`src/ifc_pkg.sv`:
```
// Constants for the gated IF frequency counter.
// Assumes a 50 MHz system clock; every pin input is synchronised in the top module.
// How it works
// - Reference divided by five gives timebase
// - Zero span selects 4 MHz bus clock
// - Channel-2 gate pulse defines measurement interval
// - Resolution 10 Hz to 1 MHz, decades
// - Gate 200, 20, then 2 ms
// - Gated input clocks two cascaded nibble counters
// - Prescaler MSB clocks timer channel zero
// - Channel-0 overflow raises overflow interrupt
// - Gate end sets done interrupt if acknowledged
// - Low prescaler read strobe drives prescaler bits
// - Timer select and read present timer
package ifc_pkg;

  // ****************************************
  // Timing
  // ****************************************
  localparam int CLK_MHZ = 50;
  localparam int IF_HALF_KHZ = 5350;
  localparam logic [2:0] REF_DIV = 3'h5;
  localparam int TB_MHZ = 2;
  localparam int BUS_MHZ = 4;
  localparam int ZS_MIN_SWEEP_MS = 30;
  localparam int GATE_US_10HZ = 200000;
  localparam int GATE_US_100HZ = 20000;
  localparam int GATE_US_1KHZ = 2000;

  // ****************************************
  // Widths and codes
  // ****************************************
  localparam int TICK_W = 20;
  localparam int NIB_W = 4;
  localparam int PRESC_W = 8;
  localparam int TIMER_W = 16;
  localparam int DATA_W = 8;
  localparam logic [2:0] RES_10HZ = 3'h0;
  localparam logic [2:0] RES_100HZ = 3'h1;
  localparam logic [2:0] RES_1KHZ = 3'h2;
  localparam logic [2:0] RES_1MHZ = 3'h5;

  // Synchroniser lanes and their idle levels
  localparam int SY_REF = 0;
  localparam int SY_BUSCLK = 1;
  localparam int SY_COUNT = 2;
  localparam int SY_ACK = 3;
  localparam int SY_PRD_N = 4;
  localparam int SY_TSEL_N = 5;
  localparam int SY_TRD_N = 6;
  localparam int SY_W = 7;
  localparam logic [6:0] SY_RESET = 7'h70;

  typedef enum logic [1:0] {
    IFC_IDLE = 2'b00,
    IFC_CLEAR = 2'b01,
    IFC_GATE = 2'b10
  } ifc_state_type;

endpackage

```
`src/ifc_presc_if.sv`:
```
// Link between the gate controller and the gated eight-bit prescaler.
// Assumes both ends run on the same clock.
`timescale 1ns/10ps
interface ifc_presc_if;
  logic clear;
  logic step;
  logic [ifc_pkg::PRESC_W-1:0] count;
  logic carry;
  modport counter (input clear, input step, output count, output carry);
  modport user (output clear, output step, input count, input carry);
endinterface

```
`src/ifc_counter.sv`:
```
// Gated IF frequency counter: timebase, gate timer, prescaler, count timer, host reads.
// Assumes pin inputs are asynchronous; zero_span_sel, resolution_sel and measure_start
// come from logic on clk.
`timescale 1ns/10ps
module ifc_counter #(
  parameter int GATE_US_FINE = ifc_pkg::GATE_US_10HZ,
  parameter int GATE_US_MID = ifc_pkg::GATE_US_100HZ,
  parameter int GATE_US_COARSE = ifc_pkg::GATE_US_1KHZ,
  parameter logic GATE_ACTIVE_HIGH = 1'b0
) (
  input wire logic clk,
  input wire logic reset,
  input wire logic ce,
  input wire logic ref_10m,
  input wire logic bus_clock_4m,
  input wire logic count_mode_input,
  input wire logic zero_span_sel,
  input wire logic [2:0] resolution_sel,
  input wire logic measure_start,
  input wire logic irq_acknowledge,
  input wire logic prescaler_read_n,
  input wire logic timer_select_n,
  input wire logic timer_read_n,
  output logic gate_pulse_out,
  output logic overflow_irq,
  output logic count_done_irq,
  output logic measure_busy,
  output logic [ifc_pkg::DATA_W-1:0] host_data_bus_out,
  output logic host_data_bus_oe_n
);

  // ****************************************
  // Gate length in timebase ticks
  // ****************************************
  function automatic logic [ifc_pkg::TICK_W-1:0] gate_ticks(input logic [2:0] res,
                                                           input logic use_bus);
    int us;
    int mhz;
    us = GATE_US_COARSE;
    if (res == ifc_pkg::RES_10HZ) us = GATE_US_FINE;
    else if (res == ifc_pkg::RES_100HZ) us = GATE_US_MID;
    mhz = use_bus ? ifc_pkg::BUS_MHZ : ifc_pkg::TB_MHZ;
    return ifc_pkg::TICK_W'(us * mhz);
  endfunction

  // ****************************************
  // Pin synchronisers
  // ****************************************
  logic [ifc_pkg::SY_W-1:0] sy1_q, sy2_q, sy3_q, sy_pins;

  assign sy_pins = {timer_read_n, timer_select_n, prescaler_read_n, irq_acknowledge,
                    count_mode_input, bus_clock_4m, ref_10m};

  always_ff @(posedge clk or posedge reset) begin
    if (reset) begin
      sy1_q <= ifc_pkg::SY_RESET;
      sy2_q <= ifc_pkg::SY_RESET;
      sy3_q <= ifc_pkg::SY_RESET;
    end else if (ce) begin
      sy1_q <= sy_pins;
      sy2_q <= sy1_q;
      sy3_q <= sy2_q;
    end
  end

  logic ref_rise, bus_rise, cnt_rise, ack_s, presc_rd, timer_rd, timer_rd_end;
  assign ref_rise = sy2_q[ifc_pkg::SY_REF] & ~sy3_q[ifc_pkg::SY_REF];
  assign bus_rise = sy2_q[ifc_pkg::SY_BUSCLK] & ~sy3_q[ifc_pkg::SY_BUSCLK];
  assign cnt_rise = sy2_q[ifc_pkg::SY_COUNT] & ~sy3_q[ifc_pkg::SY_COUNT];
  assign ack_s = sy2_q[ifc_pkg::SY_ACK];
  assign presc_rd = ~sy2_q[ifc_pkg::SY_PRD_N];
  assign timer_rd = ~sy2_q[ifc_pkg::SY_TSEL_N] & ~sy2_q[ifc_pkg::SY_TRD_N];
  assign timer_rd_end = ~(~sy3_q[ifc_pkg::SY_TSEL_N] & ~sy3_q[ifc_pkg::SY_TRD_N]) ? 1'b0
                        : ~timer_rd;

  // ****************************************
  // Timebase and clock select
  // ****************************************
  logic [2:0] div_q, div_d;
  logic div_tick_q, div_tick_d, tick_q, tick_d;

  always_comb begin
    div_d = div_q;
    div_tick_d = 1'b0;
    if (ref_rise) begin
      if (div_q == ifc_pkg::REF_DIV - 3'h1) begin
        div_d = 3'h0;
        div_tick_d = 1'b1;
      end else begin
        div_d = div_q + 3'h1;
      end
    end
    tick_d = zero_span_sel ? bus_rise : div_tick_q;
  end

  always_ff @(posedge clk or posedge reset) begin
    if (reset) begin
      div_q <= 3'h0;
      div_tick_q <= 1'b0;
      tick_q <= 1'b0;
    end else if (ce) begin
      div_q <= div_d;
      div_tick_q <= div_tick_d;
      tick_q <= tick_d;
    end
  end

  // ****************************************
  // Gate controller (timer channel 2)
  // ****************************************
  ifc_pkg::ifc_state_type state_q, state_d;
  logic [ifc_pkg::TICK_W-1:0] len_q, len_d, tcnt_q, tcnt_d;
  logic gate_q, gate_d, busy_q, busy_d, done_evt;

  always_comb begin
    state_d = state_q;
    len_d = len_q;
    tcnt_d = tcnt_q;
    done_evt = 1'b0;
    unique case (state_q)
      ifc_pkg::IFC_IDLE: begin
        if (measure_start) begin
          len_d = gate_ticks(resolution_sel, zero_span_sel);
          state_d = ifc_pkg::IFC_CLEAR;
        end
      end
      ifc_pkg::IFC_CLEAR: begin
        tcnt_d = '0;
        if (tick_q) state_d = ifc_pkg::IFC_GATE;
      end
      ifc_pkg::IFC_GATE: begin
        if (tick_q) begin
          if (tcnt_q == len_q - 20'h1) begin
            state_d = ifc_pkg::IFC_IDLE;
            done_evt = 1'b1;
          end else begin
            tcnt_d = tcnt_q + 20'h1;
          end
        end
      end
      default: state_d = ifc_pkg::IFC_IDLE;
    endcase
    gate_d = (state_d == ifc_pkg::IFC_GATE) ~^ GATE_ACTIVE_HIGH;
    busy_d = (state_d != ifc_pkg::IFC_IDLE);
  end

  always_ff @(posedge clk or posedge reset) begin
    if (reset) begin
      state_q <= ifc_pkg::IFC_IDLE;
      len_q <= '0;
      tcnt_q <= '0;
      gate_q <= ~GATE_ACTIVE_HIGH;
      busy_q <= 1'b0;
    end else if (ce) begin
      state_q <= state_d;
      len_q <= len_d;
      tcnt_q <= tcnt_d;
      gate_q <= gate_d;
      busy_q <= busy_d;
    end
  end

  // ****************************************
  // Prescaler and count channel 0
  // ****************************************
  ifc_presc_if pif ();
  assign pif.clear = (state_q == ifc_pkg::IFC_CLEAR);
  assign pif.step = (state_q == ifc_pkg::IFC_GATE) & cnt_rise;

  ifc_prescaler u_presc (
    .clk(clk),
    .reset(reset),
    .ce(ce),
    .pif(pif)
  );

  logic [ifc_pkg::TIMER_W-1:0] ch0_q, ch0_d;
  logic ovf_q, ovf_d, done_q, done_d;

  always_comb begin
    ch0_d = ch0_q;
    ovf_d = ovf_q;
    if (pif.clear) begin
      ch0_d = '0;
      ovf_d = 1'b0;
    end else if (pif.carry) begin
      ch0_d = ch0_q + 16'h1;
      if (ch0_q == 16'hffff) ovf_d = 1'b1;
    end
    done_d = done_q;
    if (done_evt && ack_s) done_d = 1'b1;
    else if (!ack_s) done_d = 1'b0;
  end

  always_ff @(posedge clk or posedge reset) begin
    if (reset) begin
      ch0_q <= '0;
      ovf_q <= 1'b0;
      done_q <= 1'b0;
    end else if (ce) begin
      ch0_q <= ch0_d;
      ovf_q <= ovf_d;
      done_q <= done_d;
    end
  end

  // ****************************************
  // Host data bus
  // ****************************************
  logic [ifc_pkg::DATA_W-1:0] data_q, data_d;
  logic oe_n_q, oe_n_d, msb_q, msb_d;

  always_comb begin
    data_d = '0;
    oe_n_d = 1'b1;
    msb_d = msb_q;
    if (pif.clear) msb_d = 1'b0;
    else if (timer_rd_end) msb_d = ~msb_q;
    if (presc_rd) begin
      data_d = pif.count;
      oe_n_d = 1'b0;
    end else if (timer_rd) begin
      data_d = msb_q ? ch0_q[15:8] : ch0_q[7:0];
      oe_n_d = 1'b0;
    end
  end

  always_ff @(posedge clk or posedge reset) begin
    if (reset) begin
      data_q <= '0;
      oe_n_q <= 1'b1;
      msb_q <= 1'b0;
    end else if (ce) begin
      data_q <= data_d;
      oe_n_q <= oe_n_d;
      msb_q <= msb_d;
    end
  end

  assign gate_pulse_out = gate_q;
  assign overflow_irq = ovf_q;
  assign count_done_irq = done_q;
  assign measure_busy = busy_q;
  assign host_data_bus_out = data_q;
  assign host_data_bus_oe_n = oe_n_q;
endmodule // ifc_counter

```
`src/ifc_prescaler.sv`:
```
// Gated divide-by-256 prescaler built from two cascaded nibble counters.
// Assumes step is a one-cycle pulse per gated input edge.
`timescale 1ns/10ps
module ifc_prescaler (
  input wire logic clk,
  input wire logic reset,
  input wire logic ce,
  ifc_presc_if.counter pif
);

  logic [ifc_pkg::NIB_W-1:0] lo_q, lo_d, hi_q, hi_d;
  logic carry_q, carry_d;

  always_comb begin
    lo_d = lo_q;
    hi_d = hi_q;
    carry_d = 1'b0;
    if (pif.clear) begin
      lo_d = '0;
      hi_d = '0;
    end else if (pif.step) begin
      lo_d = lo_q + 4'h1;
      if (lo_q == 4'hf) begin
        hi_d = hi_q + 4'h1;
        carry_d = (hi_q == 4'hf);
      end
    end
  end

  always_ff @(posedge clk or posedge reset) begin
    if (reset) begin
      lo_q <= '0;
      hi_q <= '0;
      carry_q <= 1'b0;
    end else if (ce) begin
      lo_q <= lo_d;
      hi_q <= hi_d;
      carry_q <= carry_d;
    end
  end

  assign pif.count = {hi_q, lo_q};
  assign pif.carry = carry_q;

endmodule // ifc_prescaler
```
`config.mk`:
```
export PLATFORM = sky130hd
export DESIGN_NAME = ifc_counter
export DESIGN_NICKNAME = d
export VERILOG_FILES = /design/src/ifc_pkg.sv /design/src/ifc_presc_if.sv /design/src/ifc_counter.sv /design/src/ifc_prescaler.sv
export SDC_FILE = /design/constraint.sdc
export NUM_CORES = 1
export LEC_CHECK = 0
export BUFFER_PORTS_ARGS = -buffer_cell sky130_fd_sc_hd__buf_2
export CAP_MARGIN = 20
export CORE_MARGIN = 1
export CORE_UTILIZATION = 45
export DETAILED_ROUTE_END_ITERATION = 6
export HOLD_SLACK_MARGIN = 0.08
export RECOVER_POWER = 100
export REMOVE_ABC_BUFFERS = 1
export SLEW_MARGIN = 10
export SYNTH_ARGS = -nofsm -noshare
export SYNTH_HDL_FRONTEND = slang
export SYNTH_SLANG_ARGS = --single-unit
export TNS_END_PERCENT = 10
```
`constraint.sdc`:
```
create_clock -name clk -period 6 [get_ports clk]
set_input_delay 0.3 -clock clk [delete_from_list [all_inputs] [get_ports clk]]
set_output_delay 0.3 -clock clk [all_outputs]
set_load 0.02 [all_outputs]
```
==> insert_results.sql, run 1 <==
INSERT INTO impl_metrics (metric_group, metric, value, unit) VALUES
('logic_synthesis', 'yosysUniqueCellTypes', '69', ''),
('logic_synthesis', 'synthArstFlopShare', '100', '%'),
('clock_tree', 'tritoncts.num_buffers', '9', ''),
('logic_synthesis', 'synth_sequential_area_ratio', '45.5', '%'),
('floorplan', 'placementRows', '40', ''),
('floorplan', 'die_h', '113', 'um'),
('worst_hold_path', 'min_path_type', 'in2reg', ''),
('setup_path', 'arrival_time_of_the_worst_setup_path', '3.91', 'ns'),
('timing', 'fin_tns_setup', '0', 'ns'),
('global_route', 'via_count_of_the_first_global_routing_pass', '4091', ''),
('logic_synthesis', 'synth.avg_cell_area', '10.0', 'um2'),
('floorplan', 'initial_core_util', '46.0', '%'),
('cells_and_area', 'diodes', '0', ''),
('run_status', 'failed_checks', 'capacitance limit, slew limit', ''),
('floorplan', 'dieWidth', '113', 'um'),
('clock_tree', 'cts_max_level', '3', ''),
('logic_synthesis', 'ys_ff_latch', '100', ''),
('timing', 'slew_headroom', '-46.2', '%'),
('global_route', 'global_route_wire_length_before_repair', '20200', 'um'),
('logic_synthesis', 'dominantRegCellSynth', 'dfrtp_1', ''),
('setup_path', 'worstSetupPathType', 'reg2reg', ''),
('clock_tree', 'cts-root-buf', 'clkbuf_16', ''),
('placed_design', 'dp_hpwl', '8140', 'um'),
('timing', 'final_min_period_over_clock_period', '62.7', '%'),
('setup_path', 'timing.critical_path.slowest_stage_cell', 'nor4_1', ''),
('timing', 'worst_slew_pin_slew', '2.18', 'ns'),
('placed_design', 'place.port_buffers', '27', ''),
('floorplan', 'ios', '28', ''),
('cells_and_area', 'final_net_count', '604', ''),
('global_route', 'overflow', '0', ''),
('global_route', 'use_met1', '28.1', '%'),
('clock_tree', 'tritoncts_clock_tree', 'built', ''),
('timing', 'final-setup-viol-count', '0', ''),
('setup_path', 'crit_chain', 'inv_1, ha_1, nor3b_1, nand4_1, xnor2_1, or3_1, nor4_1, or4_1, a21oi_1', ''),
('cells_and_area', 'area.growth.synth_to_final', '8.35', '%'),
('route', 'detail_route.wl_per_cell', '16.1', 'um'),
('timing', 'fin_crit', '3.76', 'ns'),
('power', 'vdd_drop_max', '0.206', 'mV'),
('logic_synthesis', 'synth_enable_flop_cells', '0', ''),
('timing', 'slew_violations', '88', ''),
('floorplan', 'design.die.area', '12700', 'um2'),
('placed_design', 'gpl.final_weighted_congestion', '0.812', ''),
('timing', 'timing.clock.skew', '0.00954', 'ns'),
('run_status', 'outcome', 'finished with violations', ''),
('floorplan', 'placeableCoreArea', '12000', 'um2'),
('route', 'via_per_inst', '5.74', ''),
('power', 'leakage_component_of_the_power', '2.50', 'nW'),
('clock_tree', 'clk_transition_reported_paths', '0.07', 'ns'),
('global_route', 'grt_util_met3', '5.41', '%'),
('run', 'max_cap_viol_count', '2', ''),
('global_route', 'maximum_number_of_pins_on_one_net_before_global_route_repair', '52', ''),
('logic_synthesis', 'postSynthCellCount', '553', ''),
('clock_tree', 'clk_path_buf_depth', '2', ''),
('timing', 'grt_setup_unrepaired', 'no', ''),
('global_route', 'antenna_found_initial', '0', ''),
('clock_tree', 'cts_setup_buffers', '0', ''),
('route', 'drt_pre_antenna_iters', '5', ''),
('route', 'drt_wl_total', '11700', 'um'),
('setup_path', 'cp-end-kind', 'register', ''),
('route', 'detail_route.iter0.violations', '258', ''),
('clock_tree', 'clkLatencyLatePin', '0.36', 'ns'),
('setup_path', 'worst-endpoint-required', '6.15', 'ns'),
('setup_path', 'worst-path-max-fanout', '10', ''),
('cells_and_area', 'postLayoutCoreUtil', '49.9', '%'),
('cells_and_area', 'post_route_cells_drive_above_1_share', '16.9', '%'),
('clock_tree', 'clock-sinks', '100', ''),
('route', 'dr_total_vias', '4174', ''),
('timing', 'report.final.hold_viol_count', '0', ''),
('route', 'detail_route.drc_violations', '0', ''),
('setup_path', 'startpoint_type', 'register', ''),
('global_route', 'gr-usage-met2', '31.5', '%'),
('timing', 'fmax', '0.266', 'GHz'),
('logic_synthesis', 'ys_warn_count', '0', ''),
('setup_path', 'critical_path.max_stage_delay', '1.19', 'ns'),
('route', 'ant_nets', '0', ''),
('clock_tree', 'post_cts_resize_count', '0', ''),
('logic_synthesis', 'syn_area', '5530', 'um2'),
('power', 'power.density_cell_area', '323', 'nW/um2'),
('global_route', 'globalRoute.busiestLayer', 'met2', ''),
('global_route', 'global_route.usage.total', '20.1', '%');
path summary, 6_finish.rpt:
check / startpoint / endpoint / slack [ns] / cells past startpoint
setup / recovery: len_q[5] / tcnt_q[16] / 2.24 / 9
hold / removal: prescaler_read_n / sy1_q[4] / 0.18 / 2
setup reg to reg: len_q[5] / tcnt_q[16] / 2.24 / 9
hold reg to reg: host_data_bus_oe_n / host_data_bus_oe_n / 0.48 / 1
max in group asynchronous: reset / tcnt_q[10] / 3.45 / 4
min in group asynchronous: reset / len_q[12] / 1.06 / 3
cell usage after synthesis, drive strengths merged, types with 2 or more instances:
cell type / count / area [um2]
a211oi: 2 / 15.0
a21o: 2 / 15.0
a21oi: 24 / 146
a221oi: 8 / 70.1
a31oi: 5 / 31.3
and2: 3 / 18.8
and2b: 3 / 26.3
and3: 5 / 31.3
and4: 4 / 35.0
buf: 9 / 61.3
clkbuf: 14 / 56.3
dfrtp: 90 / 2250
dfstp: 10 / 263
ha: 14 / 175
inv: 15 / 56.3
mux2: 34 / 383
mux2i: 2 / 20.0
nand2: 52 / 195
nand2b: 4 / 25.0
nand3: 21 / 105
nand4: 18 / 119
nor2: 52 / 195
nor2b: 5 / 31.3
nor3: 11 / 55.1
nor3b: 2 / 15.0
nor4: 9 / 98.8
o21a: 3 / 22.5
o21ai: 34 / 174
o2bb2ai: 2 / 17.5
o311ai: 2 / 17.5
o31ai: 13 / 108
o41ai: 3 / 33.8
or3: 10 / 68.8
or4: 14 / 114
xnor2: 14 / 123
xor2: 25 / 219
worst max-delay path: cells and delay by family (launching register included):
family                   cells  cell delay (ns)
AND/OR/NAND/NOR              5             2.51
flip-flops                   1             0.46
adder cells (fa/ha/maj)      1             0.24
XOR/XNOR                     1             0.18
buffers and inverters        1             0.11
AO/OA/AOI/OAI                1             0.07
per-stage QoR:
stage	hold WS [ns]	instances	total power [mW]	cell area, um2	setup WS [ns]
after floorplan	0.386	533	1.27	5420	2.72
after global placement	0.414	710	1.40	5770	2.57
after detailed placement	0.421	710	1.42	5770	2.41
after CTS	0.165	727	1.97	6050	2.80
after global routing	0.168	727	2.06	5990	1.89
final	0.177	727	1.93	5990	2.24
layer usage:
layer	vias up	share of wire, %
li1	2056	-
met1	2034	50
met2	78	45
met3	6	3.9
met4	0	0.75
met5	-	0
registers in the layout, summed over array words and instances (netlist names):
name                flops
tick_q                  1
state_q                 2
host_data_bus_out       8
msb_q                   1
len_q                  15
overflow_irq            1
div_q                   3
u_presc.lo_q            4
sy3_q                   5
div_tick_q              1
gate_pulse_out          1
host_data_bus_oe_n      1
tcnt_q                 20
sy2_q                   7
count_done_irq          1
u_presc.hi_q            4
ch0_q                  16
u_presc.pif.carry       1
measure_busy            1
sy1_q                   7
cell usage in the layout (no fill, tap or decap), types with 16 or more instances in the layout:
cell type / netlist / layout
clkbuf_1: 13 / 16
xor2_1: 25 / 25
dfrtp_1: 90 / 90
mux2_2: 34 / 34
o21ai_0: 27 / 28
a21oi_1: 17 / 21
nand2_1: 52 / 52
nand4_1: 17 / 17
nand3_1: 21 / 21
nor2_1: 52 / 52
area by class of cell:
class / instances / area [um2]
Sequential cell: 100 / 2510
Clock buffer: 10 / 229
Multi-Input combinational cell: 417 / 2820
Clock inverter: 6 / 40.0
Fill cell: 1116 / 6020
Tap cell: 147 / 184
Inverter: 16 / 61.3
Timing Repair Buffer: 31 / 144
report_power, final:
group	internal, mW	switching (mW)	leakage (nW)
registers	0.772	0.126	1.29
logic	0.200	0.294	1.07
clock network	0.281	0.261	0.133
total	1.25	0.680	2.50
repair_timing:
action                     in CTS  in global routing
setup endpoints to repair       0                  0
hold buffers                    1                  0
hold endpoints to repair       40                  0
kinds of logic (layout without fill, tap and decap cells):
| group | Yosys count | in the layout | synth area share (%) |
|---|---|---|---|
| mux | 36 | 36 | 7.29 |
| simple gates | 217 | 217 | 21.1 |
| xor+xnor | 39 | 39 | 6.18 |
| other cells | 1 | 4 | 0.0678 |
| flops | 100 | 100 | 45.5 |
| buf+inv | 39 | 63 | 3.21 |
| compound gates | 107 | 107 | 13.5 |
| fa+ha+maj | 14 | 14 | 3.17 |
Power figures use the tool's default switching activity.
==> run 2: changes to the inputs <==
Settings changed: ABC_AREA set to 1.
Clock period 6 ns to 3.9 ns, I/O delays scaled along.
==> run 2 against run 1 <==
The flow still finishes with violations (capacitance limit, slew limit). Highest routed layer unchanged. Sequential power rose by 57%. Synthesized cell count rose by 35%. Wire length rose by 9.7%. Hold slack lost 0.0077 ns. Global-route usage increased by 1.5 points. Utilization is 1.7 points higher. Worst setup slack got worse by 1.6 ns. Final cell count rose by 30%. Clock skew rose by 0.0011 ns. Sequential share of layout area down 2.1 points. Count of clock-buffer cells in the layout stayed put. Area after synthesis up 3.5%. Critical path type unchanged.
==> insert_results.sql, run 2 <==
INSERT INTO impl_metrics (metric_group, metric, value, unit) VALUES
('setup_path', 'r2r.worst_path.cells', '11', ''),
('cells_and_area', 'reg_top3', 'tcnt_q (20), ch0_q (16), len_q (15)', ''),
('logic_synthesis', 'synth_enable_flop_cells', '0', ''),
('clock_tree', 'cts-root-buf', 'clkbuf_16', ''),
('cells_and_area', 'final_cell_mix', 'nand2_1 (203), dfrtp_1 (90), inv_1 (78), nor2_1 (73), o21ai_0 (58)', ''),
('logic_synthesis', 'synth_area_leader_cell', 'dfrtp_1', ''),
('global_route', 'global_route.usage.total', '21.6', '%'),
('clock_tree', 'clkLatencyLatePin', '0.36', 'ns'),
('setup_path', 'worstSetupPathType', 'reg2reg', ''),
('power', 'power.density_cell_area', '505', 'nW/um2'),
('setup_path', 'worst-endpoint-required', '4.15', 'ns'),
('global_route', 'globalRoute.busiestLayer', 'met2', ''),
('setup_path', 'cpLargestDelayFamily', 'simple AND/OR/NAND/NOR gates', ''),
('worst_hold_path', 'hold_path.startpoint', 'resolution_sel[0]', ''),
('route', 'drt_wl_total', '12800', 'um'),
('timing', 'grt_setup_unrepaired', 'no', ''),
('floorplan', 'dieWidth', '115', 'um'),
('floorplan', 'initial_core_util', '46.9', '%'),
('logic_synthesis', 'yosysUniqueCellTypes', '42', ''),
('worst_hold_path', 'hold_path_end', 'len_q[16]', ''),
('clock_tree', 'tritoncts_clock_tree', 'built', ''),
('worst_hold_path', 'timing.hold.worst_path_depth', '3', ''),
('logic_synthesis', 'postSynthCellCount', '746', ''),
('floorplan', 'ios', '28', ''),
('floorplan', 'design.die.area', '13200', 'um2'),
('timing', 'timing.clock.skew', '0.0106', 'ns'),
('setup_path', 'cp-end-kind', 'register', ''),
('global_route', 'maximum_number_of_pins_on_one_net_before_global_route_repair', '72', ''),
('global_route', 'via_count_of_the_first_global_routing_pass', '4744', ''),
('floorplan', 'die_h', '115', 'um'),
('run_status', 'outcome', 'finished with violations', ''),
('route', 'detail_route.wl_per_cell', '13.5', 'um'),
('placed_design', 'place_area', '5990', 'um2'),
('cells_and_area', 'instances_no_fill', '948', ''),
('logic_synthesis', 'synth.cells.most_frequent', 'nand2_1 (202), dfrtp_1 (90), inv_1 (77)', ''),
('global_route', 'grt_util_met3', '4.96', '%'),
('power', 'vdd_drop_max', '0.323', 'mV'),
('logic_synthesis', 'synth_sequential_area_ratio', '43.9', '%'),
('timing', 'final_min_period_over_clock_period', '83.9', '%'),
('power', 'leakage_component_of_the_power', '2.99', 'nW'),
('cells_and_area', 'largest_register_ff_count', '20', ''),
('logic_synthesis', 'synth.avg_cell_area', '7.67', 'um2'),
('clock_tree', 'clock-sinks', '100', ''),
('setup_path', 'critical-path-top-cell-by-count', 'nor2_1', ''),
('placed_design', 'place.port_buffers', '27', ''),
('cells_and_area', 'final_net_count', '804', ''),
('setup_path', 'startpoint_type', 'register', ''),
('logic_synthesis', 'ys_ff_latch', '100', ''),
('clock_tree', 'clk_path_buf_depth', '2', ''),
('logic_synthesis', 'synth_most_common_cell', 'nand2_1', ''),
('route', 'detail_route.iter0.violations', '262', ''),
('global_route', 'use_met1', '27.5', '%'),
('placed_design', 'dp_hpwl', '9170', 'um'),
('global_route', 'global_route_wire_length_before_repair', '22100', 'um'),
('timing', 'slew_violations', '112', ''),
('timing', 'fin_crit', '3.27', 'ns'),
('logic_synthesis', 'syn_area', '5720', 'um2'),
('route', 'via_per_inst', '5.03', ''),
('clock_tree', 'post_cts_resize_count', '0', ''),
('route', 'ant_nets', '0', ''),
('worst_hold_path', 'min_path_type', 'in2reg', ''),
('placed_design', 'detailedPlace.worstSlack', '0.937', 'ns'),
('timing', 'setup_ws', '0.630', 'ns'),
('cells_and_area', 'post_route_cells_drive_above_1_share', '7.18', '%'),
('logic_synthesis', 'synth_largest_type_area_fraction', '39.3', '%'),
('timing', 'worst_slew_pin_slew', '2.68', 'ns'),
('floorplan', 'placementRows', '40', ''),
('clock_tree', 'cts_max_level', '3', ''),
('route', 'detail_route.drc_violations', '0', ''),
('setup_path', 'timing.critical_path.slowest_stage_cell', 'dfrtp_1', ''),
('timing', 'fin_tns_setup', '0', 'ns'),
('setup_path', 'r2r_start', 'state_q[0]', ''),
('cells_and_area', 'area.growth.synth_to_final', '10.1', '%'),
('timing', 'final-setup-viol-count', '0', ''),
('setup_path', 'critical_path.max_stage_delay', '0.84', 'ns'),
('setup_path', 'reg2reg_to', 'ch0_q[14]', ''),
('placed_design', 'gpl.final_weighted_congestion', '0.895', ''),
('timing', 'report.final.hold_viol_count', '0', ''),
('global_route', 'antenna_found_initial', '0', ''),
('setup_path', 'worst-path-max-fanout', '18', ''),
('route', 'drt_pre_antenna_iters', '5', ''),
('logic_synthesis', 'synthArstFlopShare', '100', '%'),
('floorplan', 'placeableCoreArea', '12200', 'um2'),
('logic_synthesis', 'dominantRegCellSynth', 'dfrtp_1', ''),
('run_status', 'failed_checks', 'capacitance limit, slew limit', ''),
('setup_path', 'setup.reg_to_reg.worst_slack', '0.63', 'ns'),
('placed_design', 'placed_cells_incl_taps', '924', ''),
('global_route', 'gr-usage-met2', '36.7', '%'),
('clock_tree', 'clk_transition_reported_paths', '0.07', 'ns'),
('clock_tree', 'tritoncts.num_buffers', '9', ''),
('run', 'max_cap_viol_count', '2', ''),
('setup_path', 'arrival_time_of_the_worst_setup_path', '3.52', 'ns'),
('global_route', 'overflow', '0', ''),
('cells_and_area', 'largest_register', 'tcnt_q', ''),
('timing', 'slew_headroom', '-78.6', '%'),
('cells_and_area', 'layout_commonest_cell', 'nand2_1', ''),
('setup_path', 'crit_chain', 'nand2_1, nor2_2, nor2_1, nor2_1, nand2_1, nor2_1, nand3_1, nor3_1, nand2_1, o21ai_0, nor2_1', ''),
('route', 'dr_total_vias', '4769', ''),
('setup_path', 'critPathBufInv', '0', ''),
('logic_synthesis', 'ys_warn_count', '0', ''),
('cells_and_area', 'diodes', '0', ''),
('logic_synthesis', 'yosys-top-cells-area', 'dfrtp_1 (39%), nand2_1 (13%), o21ai_0 (5.1%)', ''),
('timing', 'fmax', '0.306', 'GHz'),
('cells_and_area', 'postLayoutCellArea', '6300', 'um2');
-- run 2: changes by cell type in the layout (fill, tap and decap cells not counted), sizes merged, moves of 14 or more --
cell and delta:
o21ai +26, nor3 +17, nand3 +27, nand2 +154, nor2 +30, inv +67, mux2 -34, or4 -14
-- run 2: final cells by class --
cell class	count	area, um2
well taps	168	210
repair buffers	40	228
multi-input cells	543	2760
clock inverters	6	43.8
flip-flops and latches	100	2510
fillers	1234	5910
clock buffers	10	239
inverters	81	307
-- run 2: per-stage QoR --
stage                     power (mW)  utilization, %  hold WS, ns
after floorplan                 2.09               -        0.269
after global placement          2.32            49.1        0.398
after detailed placement        2.35            49.1        0.404
after CTS                       3.23            52.0        0.161
after global routing            3.42            51.6        0.184
final                           3.19            51.6        0.169
-- run 2: worst max-delay path by stage --
stage,to,depth (start not counted),from
2_1_floorplan,ch0_q[0],1,reset
3_3_place_gp,tcnt_q[6],8,state_q[0]
3_5_place_dp,tcnt_q[10],8,state_q[0]
4_1_cts,tcnt_q[5],8,state_q[0]
5_1_grt,ch0_q[14],11,state_q[0]
6_report,ch0_q[14],11,state_q[0]
-- run 2: tightest hold or removal path, stage by stage --
cell,delay (ns)
buf_2,0.11
nand2_1,0.08
o21ai_0,0.09
-- run 2: logic make-up after synthesis --
family,after synthesis,synth area share [%]
and+or+nand+nor,390,30.3
buffers and inverters,106,7.61
AOI/OAI and AO/OA,100,9.68
DFF,100,43.9
xor gates and xnor gates,35,5.36
adders and majority gates,14,3.06
other,1,0.0655
-- run 2: layer usage --
metal  wire [um]  part of all wire [%]
met4         158                   1.2
met2        6170                    48
met3         396                   3.1
met1        6080                    47
met5           0                     0
-- run 2: where the power goes --
part           internal [mW]  leakage, nW  switching, mW  total (mW)
Combinational          0.303         1.54          0.610       0.913
Clock                  0.456        0.145          0.408       0.864
Sequential              1.21         1.30          0.199        1.41
Total                   1.97         2.99           1.22        3.19
-- run 2: repair_timing --
item                      in CTS  in global routing
hold buffers                   8                  0
hold endpoints to repair      68                  0
setup buffers                  0                  0
==> run 3: changes to the inputs <==
Settings changed: ABC_AREA 1 to 0.
Clock period 3.9 ns to 2.7 ns, I/O delays scaled along.
==> run 3 against run 2 <==
The flow finishes with violations (setup timing). Utilization rose by 2.2 points. Sequential power rose by 35%. Critical path depth fell by 3. Die area fell by 3.3%. Maximum frequency rose by 20%. Count of clock-buffer cells in the layout did not move. Via count fell by 8.8%. Final cell count fell by 19%. Clock skew fell by 0.0048 ns. Largest power group unchanged.
==> insert_results.sql, run 3 (synthesis gave the netlist of run 1 again) <==
INSERT INTO impl_metrics (metric_group, metric, value, unit) VALUES
('run_status', 'outcome', 'finished with violations', ''),
('run_status', 'failed_checks', 'setup timing', ''),
('clock_tree', 'clkLatencyLatePin', '0.36', 'ns'),
('route', 'ant_nets', '0', ''),
('route', 'detail_route.wl_per_cell', '15.5', 'um'),
('cells_and_area', 'nFillCells', '1096', ''),
('global_route', 'maximum_number_of_pins_on_one_net_before_global_route_repair', '63', ''),
('run', 'max_cap_viol_count', '0', ''),
('timing', 'final-setup-viol-count', '1', ''),
('global_route', 'via_count_of_the_first_global_routing_pass', '4204', ''),
('setup_path', 'cp-end-kind', 'register', ''),
('global_route', 'overflow', '0', ''),
('route', 'via_per_inst', '5.67', ''),
('cells_and_area', 'reg_top3', 'tcnt_q (20), ch0_q (16), len_q (15)', ''),
('route', 'dr_total_vias', '4347', ''),
('floorplan', 'die_h', '113', 'um'),
('global_route', 'global_route.usage.total', '20.6', '%'),
('power', 'vdd_drop_max', '0.500', 'mV'),
('power', 'power.density_cell_area', '728', 'nW/um2'),
('power', 'power.combinational.fraction', '31.1', '%'),
('timing', 'fin_crit', '2.72', 'ns'),
('cells_and_area', 'layout_commonest_cell', 'dfrtp_1', ''),
('cells_and_area', 'largest_register_ff_count', '20', ''),
('global_route', 'antenna_found_initial', '0', ''),
('timing', 'fmax', '0.368', 'GHz'),
('floorplan', 'design.die.area', '12700', 'um2'),
('cells_and_area', 'post_route_cells_drive_above_1_share', '23.7', '%'),
('timing', 'timing.clock.skew', '0.00578', 'ns'),
('route', 'drt_pre_antenna_iters', '5', ''),
('timing', 'setup_ws', '-0.0187', 'ns'),
('setup_path', 'worstSetupPathType', 'reg2reg', ''),
('setup_path', 'worst-path-max-fanout', '25', ''),
('placed_design', 'dp_hpwl', '8590', 'um'),
('worst_hold_path', 'min_path_type', 'in2reg', ''),
('floorplan', 'initial_core_util', '46.0', '%'),
('timing', 'slew_headroom', '14.9', '%'),
('clock_tree', 'clk_transition_reported_paths', '0.07', 'ns'),
('route', 'detail_route.iter0.violations', '357', ''),
('timing', 'slew_violations', '0', ''),
('power', 'p_switching', '1.63', 'mW'),
('route', 'detail_route.drc_violations', '0', ''),
('clock_tree', 'tritoncts.num_buffers', '9', ''),
('global_route', 'global_route_wire_length_before_repair', '20700', 'um'),
('floorplan', 'placementRows', '40', ''),
('floorplan', 'placeableCoreArea', '12000', 'um2'),
('power', 'pwr-share-seq', '40.6', '%'),
('setup_path', 'startpoint_type', 'register', ''),
('cells_and_area', 'diodes', '0', ''),
('placed_design', 'gpl.final_weighted_congestion', '0.825', ''),
('cells_and_area', 'final_net_count', '644', ''),
('clock_tree', 'tritoncts_clock_tree', 'built', ''),
('route', 'drt_wl_total', '11900', 'um'),
('cells_and_area', 'final_cell_mix', 'dfrtp_1 (89), nand2_1 (52), nor2_1 (52), mux2_2 (34), o21ai_0 (27)', ''),
('power', 'power.clock.fraction', '28.3', '%'),
('power', 'cell_internal_pwr', '3.07', 'mW'),
('timing', 'report.final.hold_viol_count', '0', ''),
('power', 'sw_frac_of_total', '34.7', '%'),
('clock_tree', 'clk_path_buf_depth', '2', ''),
('cells_and_area', 'largest_register', 'tcnt_q', ''),
('setup_path', 'worst-endpoint-required', '2.98', 'ns'),
('timing', 'final_min_period_over_clock_period', '101', '%'),
('clock_tree', 'cts-root-buf', 'clkbuf_16', ''),
('cells_and_area', 'postLayoutCellArea', '6460', 'um2'),
('timing', 'finalHoldWorstSlack', '0.128', 'ns'),
('clock_tree', 'cts_max_level', '3', ''),
('power', 'leakage_component_of_the_power', '2.72', 'nW'),
('setup_path', 'arrival_time_of_the_worst_setup_path', '3.00', 'ns'),
('clock_tree', 'clock-sinks', '100', ''),
('timing', 'worst_slew_pin_slew', '1.28', 'ns'),
('floorplan', 'dieWidth', '113', 'um'),
('placed_design', 'place.port_buffers', '27', ''),
('cells_and_area', 'area.growth.synth_to_final', '16.9', '%'),
('floorplan', 'ios', '28', ''),
('cells_and_area', 'postLayoutCoreUtil', '53.8', '%'),
('placed_design', 'place_area', '6020', 'um2'),
('timing', 'grt_setup_unrepaired', 'yes', '');
-- run 3: layout make-up --
| class | instances | area [um2] | area share, % |
|---|---|---|---|
| Sequential cell | 100 | 2520 | 38.9 |
| Timing Repair Buffer | 71 | 468 | 7.24 |
| Multi-Input combinational cell | 417 | 2930 | 45.4 |
| Clock buffer | 10 | 229 | 3.54 |
| Inverter | 16 | 60.1 | 0.929 |
| Clock inverter | 6 | 72.6 | 1.12 |
| Tap cell | 147 | 184 | 2.85 |
-- run 3: per-layer routing --
layer	routed length (um)	track usage (%)	share of wire [%]	vias to the layer above
met2	5570	32.9	47	79
met1	5710	27.9	48	2127
met5	0	0	0	-
met4	172	6.14	1.4	0
li1	-	-	-	2129
met3	445	4.93	3.7	12
-- run 3: final timing paths --
check                      depth (start not counted)          startpoint                 end  slack, ns
max                                                8            len_q[6]          tcnt_q[18]      -0.02
min                                                2       zero_span_sel           len_q[17]       0.13
max reg2reg                                        8            len_q[6]          tcnt_q[18]      -0.02
min reg2reg                                        1  host_data_bus_oe_n  host_data_bus_oe_n       0.48
max in group asynchronous                          4               reset           tcnt_q[8]       0.85
min in group asynchronous                          3               reset           len_q[17]       0.67
-- run 3: critical path, cell delays in order, from the launching register on --
cell and delay [ns]:
dfrtp_2 0.44, or4_4 0.55, o211a_1 0.22, a21o_1 0.21, o21ai_4 0.19, nor4_4 0.07, buf_12 0.16, or4_2 0.66
a21oi_2 0.15
-- run 3: timing repair --
| action | CTS | global route |
|---|---|---|
| setup buffers | 1 | 0 |
| pin swaps | 3 | 1 |
| endpoints found under the hold margin | 59 | 0 |
| gates cloned | 0 | 0 |
| setup endpoints to repair | 19 | 24 |
| hold buffers | 9 | 0 |
| gates resized for setup | 8 | 11 |
-- run 3: through the flow --
| stage | setup WS (ns) | setup TNS, ns | instances | total power, mW |
|---|---|---|---|---|
| finish | -0.0187 | -0.0187 | 767 | 4.70 |
| global route | -0.149 | -1.82 | 767 | 4.97 |
| CTS | -0.0177 | -0.0530 | 767 | 4.73 |
| detailed placement | -0.103 | -0.821 | 741 | 3.34 |
| global placement | -0.0520 | -0.133 | 741 | 3.28 |
| floorplan | -0.576 | -16.28 | 533 | 2.83 |
-- run 3: power by group through the flow --
stage	Combinational, mW	Clock [mW]	Sequential, mW
5_1_grt	1.62	1.40	1.95
2_1_floorplan	0.854	0	1.98
3_3_place_gp	1.37	0	1.92
4_1_cts	1.46	1.36	1.91
3_5_place_dp	1.41	0	1.93
6_report	1.46	1.33	1.91
